`config.mk`:
```
export PLATFORM = sky130hd
export DESIGN_NAME = dtc_timer_core
export DESIGN_NICKNAME = d
export VERILOG_FILES = /design/src/hw/dtc_pkg.sv /design/src/hw/dtc_sync.sv /design/src/hw/dtc_timer_core.sv
export SDC_FILE = /design/constraint.sdc
export NUM_CORES = 1
export LEC_CHECK = 0
export ABC_AREA = 1
export BUFFER_PORTS_ARGS = -buffer_cell sky130_fd_sc_hd__buf_2
export CAP_MARGIN = 10
export CORE_MARGIN = 5
export CORE_UTILIZATION = 45
export DETAILED_ROUTE_END_ITERATION = 12
export GPL_TIMING_DRIVEN = 1
export PLACE_DENSITY = 0.63
export REMOVE_ABC_BUFFERS = 1
export SLEW_MARGIN = 5
export SYNTH_ARGS = -nofsm -noshare
export SYNTH_HDL_FRONTEND = slang
export SYNTH_HIERARCHICAL = 1
export SYNTH_SLANG_ARGS = --single-unit
```
`constraint.sdc`:
```
create_clock -name core_clk_i -period 6 [get_ports core_clk_i]
set_input_delay 0.3 -clock core_clk_i [delete_from_list [all_inputs] [get_ports core_clk_i]]
set_output_delay 0.3 -clock core_clk_i [all_outputs]
set_load 0.02 [all_outputs]
```
`src/hw/dtc_pkg.sv`:
```
// Constants and types shared by the dual timer/counter
package dtc_pkg;
   ////////////////////////////////////////////////////////////////////////
   // Timing
   localparam int unsigned CLK_PERIOD_NS = 40;
   localparam int unsigned PERIPH_NS = 480;
   localparam int unsigned PERIPH_CYC = (PERIPH_NS + CLK_PERIOD_NS - 1) / CLK_PERIOD_NS;
   localparam int unsigned DIV_W = 4;
   ////////////////////////////////////////////////////////////////////////
   // Register offsets
   localparam logic [7:0] CTRL_ADDR = 8'h88;
   localparam logic [7:0] MODE_ADDR = 8'h89;
   localparam logic [7:0] TLA_ADDR = 8'h8a;
   localparam logic [7:0] TLB_ADDR = 8'h8b;
   localparam logic [7:0] THA_ADDR = 8'h8c;
   localparam logic [7:0] THB_ADDR = 8'h8d;
   ////////////////////////////////////////////////////////////////////////
   // Control/flag register bits
   localparam int unsigned B_OVF_BIT = 7;
   localparam int unsigned B_RUN_BIT = 6;
   localparam int unsigned A_OVF_BIT = 5;
   localparam int unsigned A_RUN_BIT = 4;
   localparam int unsigned IRQB_FLAG_BIT = 3;
   localparam int unsigned IRQB_EDGE_BIT = 2;
   localparam int unsigned IRQA_FLAG_BIT = 1;
   localparam int unsigned IRQA_EDGE_BIT = 0;
   ////////////////////////////////////////////////////////////////////////
   // Mode register fields
   localparam int unsigned B_GATE_BIT = 7;
   localparam int unsigned B_CLK_BIT = 6;
   localparam int unsigned B_MODE_LSB = 4;
   localparam int unsigned A_GATE_BIT = 3;
   localparam int unsigned A_CLK_BIT = 2;
   localparam int unsigned A_MODE_LSB = 0;
   ////////////////////////////////////////////////////////////////////////
   // Reset values
   localparam logic [7:0] CTRL_RST = 8'h00;
   localparam logic [7:0] MODE_RST = 8'h00;
   localparam logic [7:0] CNT_RST = 8'h00;
   typedef enum logic [1:0] {
      DTC_MODE_13BIT = 2'b00,
      DTC_MODE_16BIT = 2'b01,
      DTC_MODE_RELOAD = 2'b10,
      DTC_MODE_SPLIT = 2'b11
   } dtc_mode_t;
endpackage : dtc_pkg

```
`src/hw/dtc_sync.sv`:
```
// Two-flop synchroniser for the external pins
`timescale 1ns/1ns
module dtc_sync #(
   parameter int unsigned W = 4,
   parameter logic [W-1:0] RST_VAL = '1
) (
   // Clock and reset
   input wire logic core_clk_i,
   input wire logic rst_n_i,
   // Pins
   input wire logic [W-1:0] async_i,
   output logic [W-1:0] sync_o
);
   typedef struct packed {
      logic [W-1:0] stage1;
      logic [W-1:0] stage2;
   } dtc_sync_t;
   dtc_sync_t s_reg;
   dtc_sync_t s_next;

   if (W < 1)
   begin : g_bad_width
      $error("dtc_sync needs W >= 1");
   end

   always_comb
   begin
      s_next.stage1 = async_i;
      s_next.stage2 = s_reg.stage1;
   end

   always_ff @(posedge core_clk_i)
   begin
      if (!rst_n_i)
      begin
         s_reg <= {RST_VAL, RST_VAL};
      end
      else
      begin
         s_reg <= s_next;
      end
   end

   assign sync_o = s_reg.stage2;
endmodule : dtc_sync

```
`src/hw/dtc_timer_core.sv`:
```
// Dual timer/counter with mode and control registers
// Function
// - Mode 1 chains low and high byte into one 16-bit up-counter.
// - Mode 2 low byte counts; overflow sets flag, reloads from high byte.
// - Overflow flag set on overflow, cleared when processor vectors to it.
// - Timer A mode 3 low byte uses timer A gate, select, run, flag.
// - Timer A mode 3 high byte counts divided clock on timer B run, B flag.
// - Timer B mode field 11 halts timer B and holds its count.
// - Timer B matches timer A in modes 0 to 2 with own controls.
// - Gate 0: run bit enables; gate 1: run and interrupt pin enable.
// - Clock select 0 counts divided clock; 1 counts count pin falling edges.
// - Mode field 00 13-bit, 01 16-bit, 10 auto-reload, 11 mode 3.
// - Mode register: B in upper nibble, A lower; gate, select, mode bits.
// - Control register resets to zero with fixed flag/run/irq layout.
// - Count wrap from all ones to zero sets the overflow flag.
// - Irq flag set on detection; edge mode clears it when processed.
// - Type 1 detects high-to-low edge; type 0 detects low level.
// - Timer operation increments once per twelve clock periods.
// - Count pin sampled once per peripheral cycle; high then low counts.
// - Mode 0 low five bits are a modulo-32 prescaler; upper three ignored.
//
// Local design decision: the strobed register port.
`timescale 1ns/1ns
module dtc_timer_core
   import dtc_pkg::*;
#(
   parameter int unsigned PERIPH_DIV = PERIPH_CYC
) (
   // Clock and reset
   input wire logic core_clk_i,
   input wire logic rst_n_i,
   // Register port
   input wire logic [7:0] reg_addr_i,
   input wire logic [7:0] reg_wdata_i,
   input wire logic reg_wr_i,
   input wire logic reg_rd_i,
   output logic [7:0] reg_rdata_o,
   // External pins
   input wire logic count_pin_a_i,
   input wire logic count_pin_b_i,
   input wire logic ext_irq_a_pin_n_i,
   input wire logic ext_irq_b_pin_n_i,
   // Interrupt vector acknowledges
   input wire logic tmr_a_vector_ack_i,
   input wire logic tmr_b_vector_ack_i,
   input wire logic irq_a_vector_ack_i,
   input wire logic irq_b_vector_ack_i,
   // Flags
   output logic timer_a_overflow_flag_o,
   output logic timer_b_overflow_flag_o,
   output logic ext_irq_a_flag_o,
   output logic ext_irq_b_flag_o
);
   typedef struct packed {
      logic [DIV_W-1:0] div;
      logic [7:0] ctrl;
      logic [7:0] mode;
      logic [7:0] timer_a_low_byte;
      logic [7:0] timer_a_high_byte;
      logic [7:0] timer_b_low_byte;
      logic [7:0] timer_b_high_byte;
      logic [1:0] cnt_samp;
      logic [1:0] irq_prev;
      logic [7:0] rdata;
   } dtc_state_t;

   dtc_state_t state_reg;
   dtc_state_t state_next;
   logic [3:0] pin_sync;
   logic tick;
   logic a_split;
   logic [1:0] mode_a;
   logic [1:0] mode_b;
   logic en_a;
   logic en_b;
   logic inc_a;
   logic inc_b;
   logic inc_ah;
   logic [16:0] res_a;
   logic [16:0] res_b;
   logic [8:0] sum_ah;
   logic set_a_ovf;
   logic set_b_ovf;
   logic [1:0] cnt_fall;
   logic [1:0] irq_fall;

   if (PERIPH_DIV < 2 || PERIPH_DIV > 2 ** DIV_W)
   begin : g_bad_div
      $error("PERIPH_DIV out of range");
   end

   ////////////////////////////////////////////////////////////////////////
   // Pin synchronisers: count a, count b, irq a, irq b
   dtc_sync #(
      .W(4),
      .RST_VAL(4'hf)
   ) u_sync (
      .core_clk_i(core_clk_i),
      .rst_n_i(rst_n_i),
      .async_i({ext_irq_b_pin_n_i, ext_irq_a_pin_n_i, count_pin_b_i, count_pin_a_i}),
      .sync_o(pin_sync)
   );

   ////////////////////////////////////////////////////////////////////////
   // One count step for a timer in the given mode; bit 16 is overflow
   function automatic logic [16:0] dtc_step(
      input logic [1:0] mode,
      input logic [7:0] hi,
      input logic [7:0] lo,
      input logic inc
   );
      logic [16:0] r;
      logic [8:0] s9;
      logic [5:0] p6;
      begin
         r = {1'b0, hi, lo};
         s9 = 9'h000;
         p6 = 6'h00;
         if (inc)
         begin
            case (mode)
               DTC_MODE_13BIT:
               begin
                  p6 = {1'b0, lo[4:0]} + 6'h01;
                  r[4:0] = p6[4:0];
                  if (p6[5])
                  begin
                     s9 = {1'b0, hi} + 9'h001;
                     r[15:8] = s9[7:0];
                     r[16] = s9[8];
                  end
               end
               DTC_MODE_16BIT:
               begin
                  r = {1'b0, hi, lo} + 17'h00001;
               end
               DTC_MODE_RELOAD:
               begin
                  if (lo == 8'hff)
                  begin
                     r[7:0] = hi;
                     r[16] = 1'b1;
                  end
                  else
                  begin
                     r[7:0] = lo + 8'h01;
                  end
               end
               default:
               begin
                  s9 = {1'b0, lo} + 9'h001;
                  r[7:0] = s9[7:0];
                  r[16] = s9[8];
               end
            endcase
         end
         return r;
      end
   endfunction : dtc_step

   ////////////////////////////////////////////////////////////////////////
   // Next-state logic
   always_comb
   begin
      state_next = state_reg;
      state_next.rdata = 8'h00;
      tick = (state_reg.div == DIV_W'(PERIPH_DIV - 1));
      state_next.div = tick ? '0 : state_reg.div + DIV_W'(1);
      // Count pins sampled once per peripheral cycle
      cnt_fall = {2{tick}} & state_reg.cnt_samp & ~pin_sync[1:0];
      if (tick)
      begin
         state_next.cnt_samp = pin_sync[1:0];
      end
      irq_fall = state_reg.irq_prev & ~pin_sync[3:2];
      state_next.irq_prev = pin_sync[3:2];
      mode_a = state_reg.mode[A_MODE_LSB+:2];
      mode_b = state_reg.mode[B_MODE_LSB+:2];
      a_split = (mode_a == DTC_MODE_SPLIT);
      // Timer A
      en_a = state_reg.ctrl[A_RUN_BIT] & (~state_reg.mode[A_GATE_BIT] | pin_sync[2]);
      inc_a = en_a & (state_reg.mode[A_CLK_BIT] ? cnt_fall[0] : tick);
      res_a = dtc_step(mode_a, state_reg.timer_a_high_byte, state_reg.timer_a_low_byte, inc_a);
      state_next.timer_a_low_byte = res_a[7:0];
      state_next.timer_a_high_byte = res_a[15:8];
      // Split high byte counts the divided clock under timer B run
      inc_ah = a_split & tick & state_reg.ctrl[B_RUN_BIT];
      sum_ah = {1'b0, state_reg.timer_a_high_byte} + {8'h00, inc_ah};
      if (a_split)
      begin
         state_next.timer_a_high_byte = sum_ah[7:0];
      end
      // Timer B; run bit bypassed while timer A is split
      en_b = (a_split | state_reg.ctrl[B_RUN_BIT]) & (~state_reg.mode[B_GATE_BIT] | pin_sync[3]);
      inc_b = en_b & (mode_b != DTC_MODE_SPLIT) & (state_reg.mode[B_CLK_BIT] ? cnt_fall[1] : tick);
      res_b = dtc_step(mode_b, state_reg.timer_b_high_byte, state_reg.timer_b_low_byte, inc_b);
      state_next.timer_b_low_byte = res_b[7:0];
      state_next.timer_b_high_byte = res_b[15:8];
      set_a_ovf = res_a[16];
      set_b_ovf = a_split ? sum_ah[8] : res_b[16];
      // Software writes override the count in the same cycle
      if (reg_wr_i)
      begin
         case (reg_addr_i)
            CTRL_ADDR: state_next.ctrl = reg_wdata_i;
            MODE_ADDR: state_next.mode = reg_wdata_i;
            TLA_ADDR: state_next.timer_a_low_byte = reg_wdata_i;
            TLB_ADDR: state_next.timer_b_low_byte = reg_wdata_i;
            THA_ADDR: state_next.timer_a_high_byte = reg_wdata_i;
            THB_ADDR: state_next.timer_b_high_byte = reg_wdata_i;
            default: state_next.ctrl = state_next.ctrl;
         endcase
      end
      // Vector acknowledges clear, hardware sets win
      if (tmr_a_vector_ack_i)
      begin
         state_next.ctrl[A_OVF_BIT] = 1'b0;
      end
      if (tmr_b_vector_ack_i)
      begin
         state_next.ctrl[B_OVF_BIT] = 1'b0;
      end
      if (irq_a_vector_ack_i && state_reg.ctrl[IRQA_EDGE_BIT])
      begin
         state_next.ctrl[IRQA_FLAG_BIT] = 1'b0;
      end
      if (irq_b_vector_ack_i && state_reg.ctrl[IRQB_EDGE_BIT])
      begin
         state_next.ctrl[IRQB_FLAG_BIT] = 1'b0;
      end
      if (set_a_ovf)
      begin
         state_next.ctrl[A_OVF_BIT] = 1'b1;
      end
      if (set_b_ovf)
      begin
         state_next.ctrl[B_OVF_BIT] = 1'b1;
      end
      // External interrupt detection: edge sets, level tracks the pin
      if (state_reg.ctrl[IRQA_EDGE_BIT])
      begin
         if (irq_fall[0])
         begin
            state_next.ctrl[IRQA_FLAG_BIT] = 1'b1;
         end
      end
      else
      begin
         state_next.ctrl[IRQA_FLAG_BIT] = ~pin_sync[2];
      end
      if (state_reg.ctrl[IRQB_EDGE_BIT])
      begin
         if (irq_fall[1])
         begin
            state_next.ctrl[IRQB_FLAG_BIT] = 1'b1;
         end
      end
      else
      begin
         state_next.ctrl[IRQB_FLAG_BIT] = ~pin_sync[3];
      end
      // Read data stand in the following cycle only
      if (reg_rd_i)
      begin
         case (reg_addr_i)
            CTRL_ADDR: state_next.rdata = state_reg.ctrl;
            MODE_ADDR: state_next.rdata = state_reg.mode;
            TLA_ADDR: state_next.rdata = state_reg.timer_a_low_byte;
            TLB_ADDR: state_next.rdata = state_reg.timer_b_low_byte;
            THA_ADDR: state_next.rdata = state_reg.timer_a_high_byte;
            THB_ADDR: state_next.rdata = state_reg.timer_b_high_byte;
            default: state_next.rdata = 8'h00;
         endcase
      end
   end

   always_ff @(posedge core_clk_i)
   begin
      if (!rst_n_i)
      begin
         state_reg <= '0;
         state_reg.ctrl <= CTRL_RST;
         state_reg.mode <= MODE_RST;
         state_reg.timer_a_low_byte <= CNT_RST;
         state_reg.timer_a_high_byte <= CNT_RST;
         state_reg.timer_b_low_byte <= CNT_RST;
         state_reg.timer_b_high_byte <= CNT_RST;
         state_reg.cnt_samp <= 2'h3;
         state_reg.irq_prev <= 2'h3;
      end
      else
      begin
         state_reg <= state_next;
      end
   end

   ////////////////////////////////////////////////////////////////////////
   // Outputs
   assign reg_rdata_o = state_reg.rdata;
   assign timer_a_overflow_flag_o = state_reg.ctrl[A_OVF_BIT];
   assign timer_b_overflow_flag_o = state_reg.ctrl[B_OVF_BIT];
   assign ext_irq_a_flag_o = state_reg.ctrl[IRQA_FLAG_BIT];
   assign ext_irq_b_flag_o = state_reg.ctrl[IRQB_FLAG_BIT];
endmodule : dtc_timer_core

```
==> impl_metrics.csv <==
group,metric,value,unit
drt,wl_met1,7530,um
place,io_buffers,39,
sta,fin_setup_tns,0,ns
place,globalplace.congestion,0.978,
drt,drt_pass1_iterations,5,
hold_path,min_from,"ext_irq_a_pin_n_i",
grt,grt_max_degree,57,
drt,dr.max_layer_used,"met4",
layout,multi_input_area,2910,um2
sta,relSlewSlack,0.394,
sta,tightest_slew,0.909,ns
critical_path,endpoint_kind,"flip-flop",
grt,antenna_found_initial,0,
sta,hold_viol_final,0,
clock_network,clk_latency,0.37,ns
die,core_area,10700,um2
layout,fin_nets,842,
drt,drc_errors,0,
grt,grt_first_pass_wirelength,26200,um
critical_path,start_kind,"flip-flop",
place,hpwl,12300,um
sta,setup-violations-final,0,
hold_path,hold_class,"input port to flip-flop",
synth,synthCells,783,
clock_network,clk_pin_slew,0.08,ns
critical_path,crit_arrival,2.47,ns
critical_path,startpoint,"state_reg[60]",
sta,grt_setup_unrepaired,"no",
clock_network,numCtsBuffers,9,
synth,syn_avg_cell_area,6.27,um2
drt,wl_per_cell,17.4,um
critical_path,r2r.worst_path.cells,8,
critical_path,regToRegStartpoint,"state_reg[60]",
clock_network,post_cts_buffers,0,
sta,fmax,0.452,GHz
synth,synth_top_area_cell,"dfxtp_1",
layout,diodes,0,
power,clkPwrFrac,0.421,
sta,period_share,0.369,
synth,synth_cell_types,38,
drt,viasPerCell,5.68,
power,power_frac_comb,0.057,
power,p_leak,2.15,nW
drt,drtIter0Drc,728,
power,netSwitchingFraction,0.258,
synth,ys_seq_elements,72,
die,die_x,114,um
synth,synth_edf_count,0,
synth,mappedNetlistArea,4910,um2
power,p_switching,0.000240,W
job,cap_violations,0,
clock_network,htree_levels,3,
synth,ys_seq_area_frac,0.294,
synth,synth_ff_type,"dfxtp_1",
clock_network,ctsResizeCount,0,
sta,skew,0.0113,ns
grt,track_usage,0.258,
synth,async_reset_ff_frac,0,
hold_path,hold_path_depth,3,
layout,largest_reg_flops,48,
clock_network,cts.path.max_buffers,2,
die,start_util,0.457,
clock_network,cts_tree,"yes",
die,ios,40,
power,pwr-share-seq,0.522,
place,dpl_cell_area,5120,um2
clock_network,clock_sinks,72,
die,die_area,13100,um2
critical_path,crit_path_max_fanout,18,
die,die_y,114,um
layout,drive_gt1_frac,0.110,
layout,final-seq-area,1440,um2
power,max-vdd-ir-drop,0.170,mV
critical_path,path_class,"flip-flop to flip-flop",
grt,grt_pass1_vias,4811,
power,cellInternalPower,0.000692,W
grt,grt-ovfl-total,0,
run_status,outcome,"complete, no violations",
layout,stdcell_area,5320,um2
layout,nFillCells,1149,
layout,syn_to_final_growth,8.44,%
sta,slew_viol_final,0,
drt,wl_met3,1560,um
drt,wl_met2,7090,um
critical_path,cp.required,6.25,ns
drt,vias,5403,
synth,ys_top_cells_by_area,"dfxtp_1 29%, nand2_1 14%, o21ai_0 8.5%",
synth,yosysWarnings,6,
drt,wirelength,16600,um
drt,detail-route-antenna-nets,0,
power,powerDensity,175,nW/um2
die,row_count,38,
clock_network,hold_buffers,0,
synth,synth_top_area_frac,0.294,
clock_network,root_buffer,"clkbuf_8",
sta,period_needed,2.21,ns
cells in the final DEF, fill, tap and decap left out, types with 2 or more instances in the layout:
master     synthesis  routed
nand2_1          182     182
inv_1            100     100
o21ai_0           83      83
a21oi_1           82      82
dfxtp_1           72      72
nand3_1           62      62
nor2_1            52      52
buf_2              7      39
o22ai_1           23      23
nor3_1            13      13
xor2_1            11      11
nand4_1           10      10
clkbuf_8           0       9
a31oi_1            8       8
nor2_2             7       7
ha_1               7       7
nand2_2            6       6
inv_2              6       6
o211ai_1           6       6
nand3_2            4       4
clkinv_4           0       4
nor2_4             3       3
o21ai_1            3       3
nor3_4             2       2
nand4_4            2       2
clkinv_2           1       2
a211oi_1           2       2
o2111ai_1          2       2
synthesized netlist by cell type, types with 2 or more instances:
| cell type | count |
|---|---|
| nor2_2 | 7 |
| inv_1 | 100 |
| nand4_1 | 10 |
| nand2_1 | 182 |
| nor2_4 | 3 |
| a31oi_1 | 8 |
| buf_2 | 7 |
| nor2_1 | 52 |
| nor3_1 | 13 |
| o21ai_0 | 83 |
| clkbuf_2 | 2 |
| o211ai_1 | 6 |
| a21oi_1 | 82 |
| nor3_4 | 2 |
| o21ai_1 | 3 |
| xor2_1 | 11 |
| clkbuf_1 | 6 |
| o2111ai_1 | 2 |
| a211oi_1 | 2 |
| nand4_4 | 2 |
| nand3_1 | 62 |
| dfxtp_1 | 72 |
| ha_1 | 7 |
| inv_2 | 6 |
| buf_4 | 10 |
| nand3_2 | 4 |
| o22ai_1 | 23 |
| nand2_2 | 6 |
final cells by class:
type / count / share of cell area
sequential: 72 / 0.271
timing repair buffer: 39 / 0.0367
multi-input combinational: 578 / 0.547
clock buffer: 10 / 0.0240
tap: 140 / 0.0329
inverter: 107 / 0.0757
clock inverter: 6 / 0.0132
final timing paths:
path	to	slack (ns)
worst max-delay path	state_reg[30]	3.79
worst max register to register	state_reg[30]	3.79
worst min register to register	u_sync/sync_o[1]	0.41
worst min-delay path	u_sync/s_next[2]	0.1
power by group through the flow:
stage	Combinational (W)	Clock, W	Sequential (W)
floorplan	0.0000224	0	0.000497
global placement	0.0000528	0	0.000498
detailed placement	0.0000531	0	0.000498
CTS	0.0000534	0.000401	0.000487
global route	0.0000586	0.000424	0.000487
finish	0.0000536	0.000392	0.000487
logic make-up after synthesis:
family | count (synthesis) | synth area share
AO/OA/AOI/OAI | 211 | 0.230
XOR/XNOR | 11 | 0.0196
adder cells (fa/ha/maj) | 7 | 0.0178
buffers and inverters | 133 | 0.113
flip-flops | 72 | 0.294
AND/OR/NAND/NOR | 349 | 0.325
routing by layer:
| metal | GRT usage | vias up |
|---|---|---|
| met1 | 0.378 | 2444 |
| met3 | 0.0407 | 30 |
| met2 | 0.383 | 256 |
| met4 | 0.0918 | 0 |
| li1 | - | 2673 |
| met5 | 0 | - |
critical path, stage by stage (launching register included):
cell and delay (ns):
dfxtp_1 0.36, ha_1 0.21, nand3_2 0.22, nor3_4 0.69
nand2_2 0.26, a21oi_1 0.19, nand2_1 0.07, nand2_1 0.05
a21oi_1 0.05
metrics by stage:
| stage | power, W | instances | util | setup slack, ns | hold slack (ns) |
|---|---|---|---|---|---|
| 3_5_place_dp | 0.000551 | 936 | 0.477 | 3.80 | 0.389 |
| 3_3_place_gp | 0.000550 | 936 | 0.477 | 3.85 | 0.384 |
| 4_1_cts | 0.000941 | 952 | 0.495 | 3.79 | 0.0854 |
| 2_1_floorplan | 0.000519 | 757 | - | 4.10 | 0.369 |
| 6_report | 0.000933 | 952 | 0.495 | 3.79 | 0.0969 |
| 5_1_grt | 0.000970 | 952 | 0.495 | 3.53 | 0.101 |
Note: power is estimated with default switching activity, not from simulation.
